**src/phy_mgmt_map.vh**
```
// register offsets, field positions and fixed values of the management slice
// assumes a 5-bit register address from the management frame decoder
`ifndef PHY_MGMT_MAP_VH
`define PHY_MGMT_MAP_VH
`define GIG_LINK_STATUS_ADDR 5'h0A
`define INDIRECT_CTRL_ADDR 5'h0D
`define INDIRECT_ADDR_DATA_ADDR 5'h0E
`define GIG_CAPABILITY_ADDR 5'h0F
`define GLS_FAULT_BIT 15
`define GLS_MASTER_BIT 14
`define GLS_LOCAL_RX_BIT 13
`define GLS_REMOTE_RX_BIT 12
`define GLS_LP_FULL_BIT 11
`define GLS_LP_HALF_BIT 10
`define FUNC_HI 15
`define FUNC_LO 14
`define DEVSEL_HI 4
`define DEVSEL_LO 0
`define FUNC_ADDRESS 2'h0
`define FUNC_DATA_NOINC 2'h1
`define FUNC_DATA_INC_RW 2'h2
`define FUNC_DATA_INC_WR 2'h3
`define MMD_DEVICE_VALUE 5'h1F
`define CAPABILITY_VALUE 16'h3000
`define IDLE_COUNT_MAX 8'hFF
`define IDLE_COUNT_HI 7
`define IDLE_COUNT_LO 0
`define PTR_STEP 16'h0001
`define ZERO16 16'h0000
`define ZERO8 8'h00
`define ZERO5 5'h00
`define ZERO2 2'h0
`endif

```
**src/idle_error_counter.v**
```verilog
// saturating event counter that clears on a read strobe
// assumes the event input is already in the mclk domain
`timescale 1ns/100ps
`default_nettype none
module idle_error_counter #(
  parameter WIDTH = 8
) (
  input wire mclk,
  input wire sys_rst,
  input wire count_event,
  input wire clear_read,
  output reg [WIDTH-1:0] count_reg
);
  reg [WIDTH-1:0] count_next;
  always @* begin
    count_next = count_reg;
    // a read restarts counting; an event in the read cycle counts as one
    if (clear_read) begin
      count_next = {{(WIDTH-1){1'b0}}, count_event};
    end else if (count_event && (count_reg != {WIDTH{1'b1}})) begin
      count_next = count_reg + {{(WIDTH-1){1'b0}}, 1'b1};
    end
  end
  always @(posedge mclk) begin
    if (sys_rst) begin
      count_reg <= {WIDTH{1'b0}};
    end else begin
      count_reg <= count_next;
    end
  end
endmodule
`default_nettype wire

```
**src/phy_status_and_indirect_access_regs.v**
```verilog
// gigabit status, indirect extended-register access pair and capability register
// assumes a management frame decoder on mclk giving one-cycle read and write strobes;
// the extended register array lives outside and answers reads in the same cycle
//
// Contract
// RQ1 - status bit 15 latches a manual master/slave fault until the register is read
// RQ2 - status bit 14 shows resolution: one master, zero slave
// RQ3 - bits 13 and 12 show local and remote receiver OK
// RQ4 - bits 11 and 10 show partner 1000BASE-T full and half ability, reset zero
// RQ5 - status bits 9:8 and capability bits 11:0 read zero, ignore writes
// RQ6 - status bits 7:0 count idle errors, reset zero, cleared on read
// RQ7 - idle error count saturates at its maximum
// RQ8 - function 00: data register write loads the extended address pointer
// RQ9 - function 01: data register accesses pointed register, pointer unchanged
// RQ10 - function 10: pointer increments after every read or write access
// RQ11 - function 11: pointer increments after writes only
// RQ12 - extended registers reached only through control 0x0D and address/data 0x0E
// RQ13 - indirect access takes effect only with device select 11111
// RQ14 - host writes 0x1F device select with the function code first
// RQ15 - host loads the pointer with function 00 before data accesses
// RQ16 - control bits 13:5 read zero; function and device select reset zero
// RQ17 - address/data is the pointer in function 00, else the data window
// RQ18 - capability register fixed: bits 13,12 one, 15,14 zero
// RQ19 - fault and resolution relate to the manual master/slave enable setting
`timescale 1ns/100ps
`default_nettype none
`include "phy_mgmt_map.vh"
module phy_status_and_indirect_access_regs #(
  parameter IDLE_COUNT_WIDTH = 8
) (
  input wire mclk,
  input wire sys_rst,
  input wire [4:0] reg_addr,
  input wire reg_read,
  input wire reg_write,
  input wire [15:0] reg_wdata,
  output reg [15:0] reg_rdata,
  output reg reg_rvalid,
  input wire ms_fault_pin,
  input wire ms_master_pin,
  input wire local_rx_ok_pin,
  input wire remote_rx_ok_pin,
  input wire lp_full_pin,
  input wire lp_half_pin,
  input wire idle_error_pin,
  output reg [15:0] ext_addr,
  output reg [15:0] ext_wdata,
  output reg ext_write,
  output reg ext_read,
  input wire [15:0] ext_rdata
);
  // ****************************************************************
  // input synchronisers
  // ****************************************************************
  // status comes from the link logic on other clocks, so two stages per bit;
  // only the second stage is read, the first may still be settling
  localparam SYNC_WIDTH = 7;
  localparam SYNC_FAULT = 0;
  localparam SYNC_MASTER = 1;
  localparam SYNC_LOCAL_RX = 2;
  localparam SYNC_REMOTE_RX = 3;
  localparam SYNC_LP_FULL = 4;
  localparam SYNC_LP_HALF = 5;
  localparam SYNC_IDLE = 6;
  wire [SYNC_WIDTH-1:0] pin_bus;
  wire [SYNC_WIDTH-1:0] sync_bus;
  assign pin_bus[SYNC_FAULT] = ms_fault_pin;
  assign pin_bus[SYNC_MASTER] = ms_master_pin;
  assign pin_bus[SYNC_LOCAL_RX] = local_rx_ok_pin;
  assign pin_bus[SYNC_REMOTE_RX] = remote_rx_ok_pin;
  assign pin_bus[SYNC_LP_FULL] = lp_full_pin;
  assign pin_bus[SYNC_LP_HALF] = lp_half_pin;
  assign pin_bus[SYNC_IDLE] = idle_error_pin;
  genvar gi;
  generate
    for (gi = 0; gi < SYNC_WIDTH; gi = gi + 1) begin : g_sync
      reg stage1_reg;
      reg stage2_reg;
      always @(posedge mclk) begin
        if (sys_rst) begin
          stage1_reg <= 1'b0;
          stage2_reg <= 1'b0;
        end else begin
          stage1_reg <= pin_bus[gi];
          stage2_reg <= stage1_reg;
        end
      end
      assign sync_bus[gi] = stage2_reg;
    end
  endgenerate

  // ****************************************************************
  // idle error edge detect
  // ****************************************************************
  // the previous level resets low like the idle synchroniser stages, so reset gives no false edge
  reg idle_prev_reg;
  always @(posedge mclk) begin
    if (sys_rst) begin
      idle_prev_reg <= 1'b0;
    end else begin
      idle_prev_reg <= sync_bus[SYNC_IDLE];
    end
  end
  wire fault_s = sync_bus[SYNC_FAULT];
  wire idle_event = sync_bus[SYNC_IDLE] & ~idle_prev_reg;

  // ****************************************************************
  // decode
  // ****************************************************************
  wire sel_status = (reg_addr == `GIG_LINK_STATUS_ADDR);
  wire sel_ctrl = (reg_addr == `INDIRECT_CTRL_ADDR);
  wire sel_data = (reg_addr == `INDIRECT_ADDR_DATA_ADDR);
  wire sel_cap = (reg_addr == `GIG_CAPABILITY_ADDR);
  wire status_read = reg_read & sel_status;

  // ****************************************************************
  // gigabit link status
  // ****************************************************************
  reg fault_reg;
  reg fault_next;
  always @* begin
    fault_next = fault_reg;
    if (status_read) begin
      fault_next = 1'b0;
    end
    // the detection wins over the clearing read so no fault is lost [RQ1] [RQ19]
    if (fault_s) begin
      fault_next = 1'b1;
    end
  end
  always @(posedge mclk) begin
    if (sys_rst) begin
      fault_reg <= 1'b0;
    end else begin
      fault_reg <= fault_next; // [RQ1]
    end
  end

  // ****************************************************************
  // idle error counter
  // ****************************************************************
  wire [IDLE_COUNT_WIDTH-1:0] idle_count;
  idle_error_counter #(
    .WIDTH(IDLE_COUNT_WIDTH)
  ) u_idle_count (
    .mclk(mclk),
    .sys_rst(sys_rst),
    .count_event(idle_event), // saturating count [RQ6] [RQ7]
    .clear_read(status_read),
    .count_reg(idle_count)
  );

  // ****************************************************************
  // status word
  // ****************************************************************
  // reserved bits keep the zero of the default and have no storage [RQ5]
  reg [15:0] status_value;
  always @* begin
    status_value = `ZERO16;
    status_value[`GLS_FAULT_BIT] = fault_reg; // [RQ1]
    status_value[`GLS_MASTER_BIT] = sync_bus[SYNC_MASTER]; // [RQ2] [RQ19]
    status_value[`GLS_LOCAL_RX_BIT] = sync_bus[SYNC_LOCAL_RX]; // [RQ3]
    status_value[`GLS_REMOTE_RX_BIT] = sync_bus[SYNC_REMOTE_RX]; // [RQ3]
    status_value[`GLS_LP_FULL_BIT] = sync_bus[SYNC_LP_FULL]; // [RQ4]
    status_value[`GLS_LP_HALF_BIT] = sync_bus[SYNC_LP_HALF]; // [RQ4]
    status_value[`IDLE_COUNT_HI:`IDLE_COUNT_LO] = idle_count[`IDLE_COUNT_HI-`IDLE_COUNT_LO:0]; // [RQ6]
  end

  // ****************************************************************
  // indirect access control and pointer
  // ****************************************************************
  reg [1:0] func_reg;
  reg [4:0] devsel_reg;
  reg [15:0] pointer_reg;
  reg [15:0] pointer_next;
  wire dev_ok = (devsel_reg == `MMD_DEVICE_VALUE); // [RQ13] [RQ14]
  wire data_mode = (func_reg != `FUNC_ADDRESS);
  wire data_wr = reg_write & sel_data & dev_ok;
  wire data_rd = reg_read & sel_data & dev_ok;

  reg [1:0] func_next;
  reg [4:0] devsel_next;
  always @* begin
    func_next = func_reg;
    devsel_next = devsel_reg;
    // bits 13:5 have no storage, so they read back zero [RQ16]
    if (reg_write && sel_ctrl) begin
      func_next = reg_wdata[`FUNC_HI:`FUNC_LO];
      devsel_next = reg_wdata[`DEVSEL_HI:`DEVSEL_LO];
    end
  end

  always @(posedge mclk) begin
    if (sys_rst) begin
      func_reg <= `ZERO2; // [RQ16]
      devsel_reg <= `ZERO5;
    end else begin
      func_reg <= func_next;
      devsel_reg <= devsel_next;
    end
  end

  always @* begin
    pointer_next = pointer_reg;
    case (func_reg)
      `FUNC_ADDRESS: begin
        if (data_wr) begin
          pointer_next = reg_wdata; // [RQ8] [RQ15]
        end
      end
      `FUNC_DATA_NOINC: begin
        pointer_next = pointer_reg; // [RQ9]
      end
      `FUNC_DATA_INC_RW: begin
        if (data_wr || data_rd) begin
          pointer_next = pointer_reg + `PTR_STEP; // [RQ10]
        end
      end
      `FUNC_DATA_INC_WR: begin
        if (data_wr) begin
          pointer_next = pointer_reg + `PTR_STEP; // [RQ11]
        end
      end
      default: begin
        pointer_next = pointer_reg;
      end
    endcase
  end

  always @(posedge mclk) begin
    if (sys_rst) begin
      pointer_reg <= `ZERO16;
    end else begin
      pointer_reg <= pointer_next;
    end
  end

  // ****************************************************************
  // extended register port
  // ****************************************************************
  // the extended array answers reads from ext_addr in the same cycle, so the
  // address follows the pointer as it stands next cycle; a write keeps the old
  // pointer one more cycle so the registered write lands there and the
  // increment follows it [RQ10] [RQ12]
  // limitation: a data read in the cycle right after a data write is not
  // supported, since both would need the address port in that cycle
  wire [15:0] data_window = ext_rdata;
  wire data_write_hit = data_wr & data_mode;
  wire data_read_hit = data_rd & data_mode;
  reg [15:0] ext_addr_next;
  always @* begin
    ext_addr_next = pointer_next;
    if (data_write_hit) begin
      ext_addr_next = pointer_reg;
    end
  end
  always @(posedge mclk) begin
    if (sys_rst) begin
      ext_addr <= `ZERO16;
      ext_wdata <= `ZERO16;
      ext_write <= 1'b0;
      ext_read <= 1'b0;
    end else begin
      ext_addr <= ext_addr_next;
      ext_wdata <= reg_wdata;
      ext_write <= data_write_hit; // [RQ9] [RQ17]
      ext_read <= data_read_hit;
    end
  end

  // ****************************************************************
  // read mux
  // ****************************************************************
  reg [15:0] rd_next;
  always @* begin
    rd_next = `ZERO16;
    if (sel_status) begin
      rd_next = status_value;
    end else if (sel_ctrl) begin
      rd_next[`FUNC_HI:`FUNC_LO] = func_reg; // [RQ16]
      rd_next[`DEVSEL_HI:`DEVSEL_LO] = devsel_reg;
    end else if (sel_data) begin
      if (!dev_ok) begin
        rd_next = `ZERO16; // [RQ13]
      end else if (data_mode) begin
        rd_next = data_window; // [RQ17]
      end else begin
        rd_next = pointer_reg; // [RQ17]
      end
    end else if (sel_cap) begin
      rd_next = `CAPABILITY_VALUE; // [RQ18] [RQ5]
    end
  end

  reg [15:0] rdata_next;
  always @* begin
    rdata_next = reg_rdata;
    if (reg_read) begin
      rdata_next = rd_next;
    end
  end

  always @(posedge mclk) begin
    if (sys_rst) begin
      reg_rdata <= `ZERO16;
      reg_rvalid <= 1'b0;
    end else begin
      reg_rvalid <= reg_read;
      reg_rdata <= rdata_next;
    end
  end
endmodule
`default_nettype wire

```
**config.mk**
```make
export PLATFORM = sky130hd
export DESIGN_NAME = phy_status_and_indirect_access_regs
export DESIGN_NICKNAME = d
export VERILOG_FILES = /design/src/idle_error_counter.v /design/src/phy_status_and_indirect_access_regs.v
export VERILOG_INCLUDE_DIRS = /design/src /design/src/src
export SDC_FILE = /design/constraint.sdc
export NUM_CORES = 1
export LEC_CHECK = 0
export ABC_CLOCK_PERIOD_IN_PS = 5150
export BUFFER_PORTS_ARGS = -buffer_cell sky130_fd_sc_hd__buf_2
export CORE_ASPECT_RATIO = 1.1
export CORE_MARGIN = 4
export CORE_UTILIZATION = 37
export DETAILED_ROUTE_END_ITERATION = 10
export PLACE_DENSITY = 0.61
export SETUP_SLACK_MARGIN = 0.3
export SYNTH_ARGS = -nofsm -noshare
export SYNTH_HDL_FRONTEND = slang
export SYNTH_SLANG_ARGS = --single-unit
```
**constraint.sdc**
```tcl
create_clock -name mclk -period 5.15 [get_ports mclk]
set_input_delay 0.2575 -clock mclk [delete_from_list [all_inputs] [get_ports mclk]]
set_output_delay 0.2575 -clock mclk [all_outputs]
set_load 0.01 [all_outputs]
```
# Word-level counts from Yosys, hierarchy flattened
# Index checks and enable logic that the tools add are counted.
# totals
regBits,98
out_inout_bits,51
inputBits,48
word_cells,72
# op_classes
reduce_logical,8
bitwise,9
n_eq_ne,9
muxes,17
addsub,2
# ops
cell,n
$mux 16,8
$pmux 16 s4,1
$eq 5x4->1 const B,4
$add 16x1->16 const B,1
$mux 14,1
$mux 9,1
$add 8x1->8 const B,1
$and 1x1->1,8
$ne 8x8->1 const B,1
$reduce_bool 2->1,3
$eq 5x5->1 const B,1
$mux 5,1
$eq 2x2->1 const B,2
$mux 1,4
$eq 2x1->1 const B,1
$logic_and 1x1->1,2
$logic_not 2->1,1
$mux 2,1
$reduce_or 2->1,1
$logic_or 1x1->1,1
$not 1->1,1

# Depth between registers and ports, before layout
# depth
word_depth,7
depth_mapped,9
depth_no_buf,7

# Modules after synthesis
# From an unflattened synthesis, not the netlist that was laid out.
# unflattened
hier_cells,566
hier_area_um2,4745.8
# by_module_without_submodules
mod,area_per_inst_um2,seq_area_each_um2,instances,cells_each
phy_status_and_indirect_access_regs,4335.4,1801.7,1,520
idle_error_counter,410.4,160.2,1,46

# Least setup slack after synthesis
# No wires, ideal clock.
# synth_path
path_kind,register to register
start,reg pointer_reg[0]
end,reg ext_addr[12]
t_required_ns,5.028
arrival_ns,1.866
period_less_slack_ns,1.988
slack_ns,3.162
n_path_buf,0
setup_time_ns,0.122
stages_incl_launch_ff,8
path_cell_list,dfxtp_1 ha_1 nand3_1 or4_1 o41ai_1 o311ai_1 o211ai_1 o21ai_1
# synth_via
elab_chain_cells,4
elab_cells_between_ends,5
cone_classes,add/sub: 1; mux: 4
# synth_lines
item,line,text
from (decl),phy_status_and_indirect_access_regs.v:174,reg [15:0] pointer_reg;
from (signal assigned),phy_status_and_indirect_access_regs.v:232,pointer_reg <= `ZERO16;
from (signal assigned),phy_status_and_indirect_access_regs.v:234,pointer_reg <= pointer_next;
$add 16x1->16 (no source line) (*),--,
$mux 16 (on tied branches),"phy_status_and_indirect_access_regs.v:220, phy_status_and_indirect_access_regs.v:215",
$pmux 16 s4 (*),phy_status_and_indirect_access_regs.v:205,case (func_reg)
$mux 16 (*),phy_status_and_indirect_access_regs.v:253,if (data_write_hit) begin
to (signal assigned),phy_status_and_indirect_access_regs.v:259,ext_addr <= `ZERO16;
to (signal assigned),phy_status_and_indirect_access_regs.v:264,ext_addr <= ext_addr_next;
to (decl),phy_status_and_indirect_access_regs.v:46,"output reg [15:0] ext_addr,"
# Mark *: on every way between the ends. The rest lies on a longest branch, timed or not.
# A chain may end at the register's enable or synchronous reset.

# Worst setup path after layout
# layout_path
start,reg devsel_reg[1]
end,reg ext_addr[4]
# layout_via
elab_chain_cells,6
elab_cells_between_ends,10
cone_classes,eq/ne: 1; mux: 5; bitwise: 3; reduce/logical: 1
# layout_lines
item,line,text
from (decl),phy_status_and_indirect_access_regs.v:173,reg [4:0] devsel_reg;
from (signal assigned),phy_status_and_indirect_access_regs.v:196,devsel_reg <= `ZERO5;
from (signal assigned),phy_status_and_indirect_access_regs.v:199,devsel_reg <= devsel_next;
$eq 5x5->1 (no source line) (*),--,
$and 1x1->1 (on tied branches),"phy_status_and_indirect_access_regs.v:178, phy_status_and_indirect_access_regs.v:179",
$logic_or 1x1->1,phy_status_and_indirect_access_regs.v:215,if (data_wr || data_rd) begin
$mux 16,phy_status_and_indirect_access_regs.v:215,
$pmux 16 s4,phy_status_and_indirect_access_regs.v:205,
$mux 16 (*),phy_status_and_indirect_access_regs.v:253,
# Marked as above.

==> flow_summary.toml <==
[finish]
final_util_pct = 45.29
syn2layout_area_growth_pct = 18.50
antennaDiodeCount = 0
n_fill_cell = 1215
drive_gt1_share_pct = 20.53
register_area_mm2 = 0.001962
multiInputGateArea_mm2 = 0.002489
design_area_mm2 = 0.005522
num-nets-final = 689

[setup_path]
r2r_end = "ext_addr[4]$_SDFF_PP0_"
worstPathArrival_ns = 2.99
crit_end = "ext_addr[4]$_SDFF_PP0_"
crit_type = "flop to flop"
r2r_slack_ns = 2.43
endpoint_kind = "flop"
critPathRequiredTime_ns = 5.41
r2r_cells = 6
worstPathMaxFanout = 16
setup.worst_path.start_class = "flop"
r2r_start = "devsel_reg[1]$_SDFFE_PP0P_"
setup.worst_path.start = "devsel_reg[1]$_SDFFE_PP0P_"

[global_route]
grt_pass1_vias = 4511
grt_pass1_wl_um = 24380
antenna_found_initial = 0
grtUsageTotal_pct = 21.46
grt_max_degree = 51
grt.overflow.total = 0

[routing]
vias = 4680
drc_errors = 0
wl_met2_um = 7172
wl_met3_um = 1143
drtPass1Iterations = 5
drtIter0Drc = 459
vias_per_cell = 5.872
dr.max_layer_used = "met4"
ant_nets = 0
wl_per_cell_um = 19.27
wl_met1_um = 6594
routed_wl_um = 15360

[synthesis]
avgSynthCellArea_um2 = 8.247
syn_nets = 615
yosysWarnings = 0
netlist_instances = 565
synth-edff-count = 0
yosysUniqueCellTypes = 71
seq_area_frac_synth_pct = 42.11
synth_flop_cell = "dfxtp_1"
async_flop_share_pct = 0
syn_area_mm2 = 0.004659
ys_ff_latch = 98

[timing]
hold_violations = 0
tightest_slew_ns = 0.9752
whs_ns = 0.1080
slew_headroom_pct = 34.50
setup-tns-final_ns = 0
rsz0062_at_grt = "false"
min_period_over_period_pct = 52.90
clock.fmax_mhz = 367.0
setup_violations = 0
maxSlewViolCount = 0
clock_skew_ns = 0.002965
layout_min_cycle_time_ns = 2.725

[die]
core_area_mm2 = 0.01219
chipWidth_um = 115.0
num_io_pins = 99
rows = 42
die_area_mm2 = 0.01445
start_util_pct = 38.22
dieHeight_um = 125.7

[power]
power_frac_clock_pct = 43.7
powerDensity_mw_per_mm2 = 287.9
ir_drop_uv = 169.3
comb_power_share_pct = 6.8
internal_power_mw = 1.232
switching_share_pct = 22.52
p_sw_mw = 0.3580
seqPwrFrac_pct = 49.5
power.leakage_nw = 2.178

[clocking]
cts_root_buf = "clkbuf_16"
clkTransAtPathRegs_ns = 0.06
cts_setup_buffers = 0
cts.htree.levels = 3
cts_inserted_buffers = 9
clock_path_buffers = 2
clk_latency_ns = 0.36
cts_resized = 0
cts_tree = "built"
hold_buffers = 0
clock-sinks = 98

[hold_path]
hold_class = "input pin to flop"
holdCritStartpoint = "lp_half_pin"

[placed_design]
gp_congestion = 0.9590
io_buffers = 98
hpwl_um = 11140
placed_area_mm2 = 0.005216

[status]
status = "finished clean"

[run]
maxCapViolCount = 0
-- power groups by stage --
stage,combinational (mW),clock (mW),sequential [mW]
2_1_floorplan,0.0527,0,0.807
3_3_place_gp,0.105,0,0.803
3_5_place_dp,0.107,0,0.804
4_1_cts,0.108,0.704,0.787
5_1_grt,0.119,0.732,0.789
6_report,0.108,0.695,0.787
-- per-layer routing --
| layer | vias to the layer above | global-route usage [%] |
|---|---|---|
| li1 | 2199 | - |
| met1 | 2227 | 27.68 |
| met2 | 216 | 33.51 |
| met3 | 38 | 6.286 |
| met4 | 0 | 8.702 |
| met5 | - | 0 |
-- critical path, cell delays in order (launching register included) --
cell and delay [ns]:
dfxtp_1 0.41, nand3_1 0.32, nor4_4 0.90, maj3_4 0.44, and2_1 0.23, a21oi_1 0.09
a211oi_1 0.24
-- cells in the final DEF (no fill, tap or decap), types with 9 or more instances in the layout --
cell	count
dfxtp_1	98
buf_2	98
nand2_1	70
nor2_1	46
nor2b_1	42
a21oi_1	36
nand3_1	26
a31oi_1	18
o21ai_0	16
a211oi_1	14
nor3_1	14
o21ai_1	13
nand4_1	9
mux2i_1	9
clkbuf_16	9
-- logic make-up after synthesis --
logic type                 after synthesis  synth area share (%)
and+or+nand+nor                        246                 27.26
adders and majority gates                4                 1.047
muxes                                    9                 1.933
DFF                                     98                 42.11
buffers and inverters                   51                 4.672
AOI/OAI and AO/OA                      151                 21.86
xor gates and xnor gates                 6                 1.128
-- how the worst min path moves through the flow --
stage	endpoint	depth (start not counted)	slack, ns
floorplan	reg_rvalid$_SDFF_PP0_	1	0.35
global placement	g_sync[2].stage2_reg$_SDFF_PP0_	1	0.42
detailed placement	g_sync[3].stage2_reg$_SDFF_PP0_	1	0.43
CTS	g_sync[1].stage1_reg$_SDFF_PP0_	2	0.10
global route	g_sync[5].stage1_reg$_SDFF_PP0_	2	0.12
finish	g_sync[5].stage1_reg$_SDFF_PP0_	2	0.11
-- final cells by class --
type	instances	area share, %
timing repair buffer	104	9.699
clock buffer	13	4.895
multi-input combinational	416	45.07
sequential	98	35.53
tap	154	3.490
inverter	10	0.6798
clock inverter	2	0.6345
-- Yosys cell counts, drive strengths merged, types with 4 or more instances --
| library cell | number | area, um^2 |
|---|---|---|
| buf | 13 | 75.07 |
| nor3 | 14 | 70.07 |
| nor2 | 49 | 202.7 |
| a31oi | 18 | 112.6 |
| and3 | 6 | 37.54 |
| a21oi | 37 | 188.9 |
| nor2b | 42 | 262.8 |
| nand3 | 26 | 130.1 |
| o22ai | 6 | 37.54 |
| inv | 8 | 30.03 |
| xor2 | 5 | 43.79 |
| a21o | 4 | 30.03 |
| mux2i | 9 | 90.09 |
| a221oi | 7 | 67.56 |
| nand2 | 70 | 262.8 |
| nor4 | 6 | 58.80 |
| nand4 | 9 | 56.30 |
| o211ai | 4 | 30.03 |
| o21ai | 29 | 145.1 |
| dfxtp | 98 | 1962 |
| clkbuf | 28 | 105.1 |
| a211oi | 15 | 117.6 |
-- metrics by stage --
stage | instances | power, mW | setup slack (ns)
after detailed placement | 782 | 0.9114 | 2.253
after global routing | 797 | 1.640 | 2.238
final | 797 | 1.590 | 2.425
after global placement | 782 | 0.9089 | 2.352
after CTS | 797 | 1.599 | 2.467
after floorplan | 565 | 0.8593 | 3.162
(Power assumes the default switching activity.)
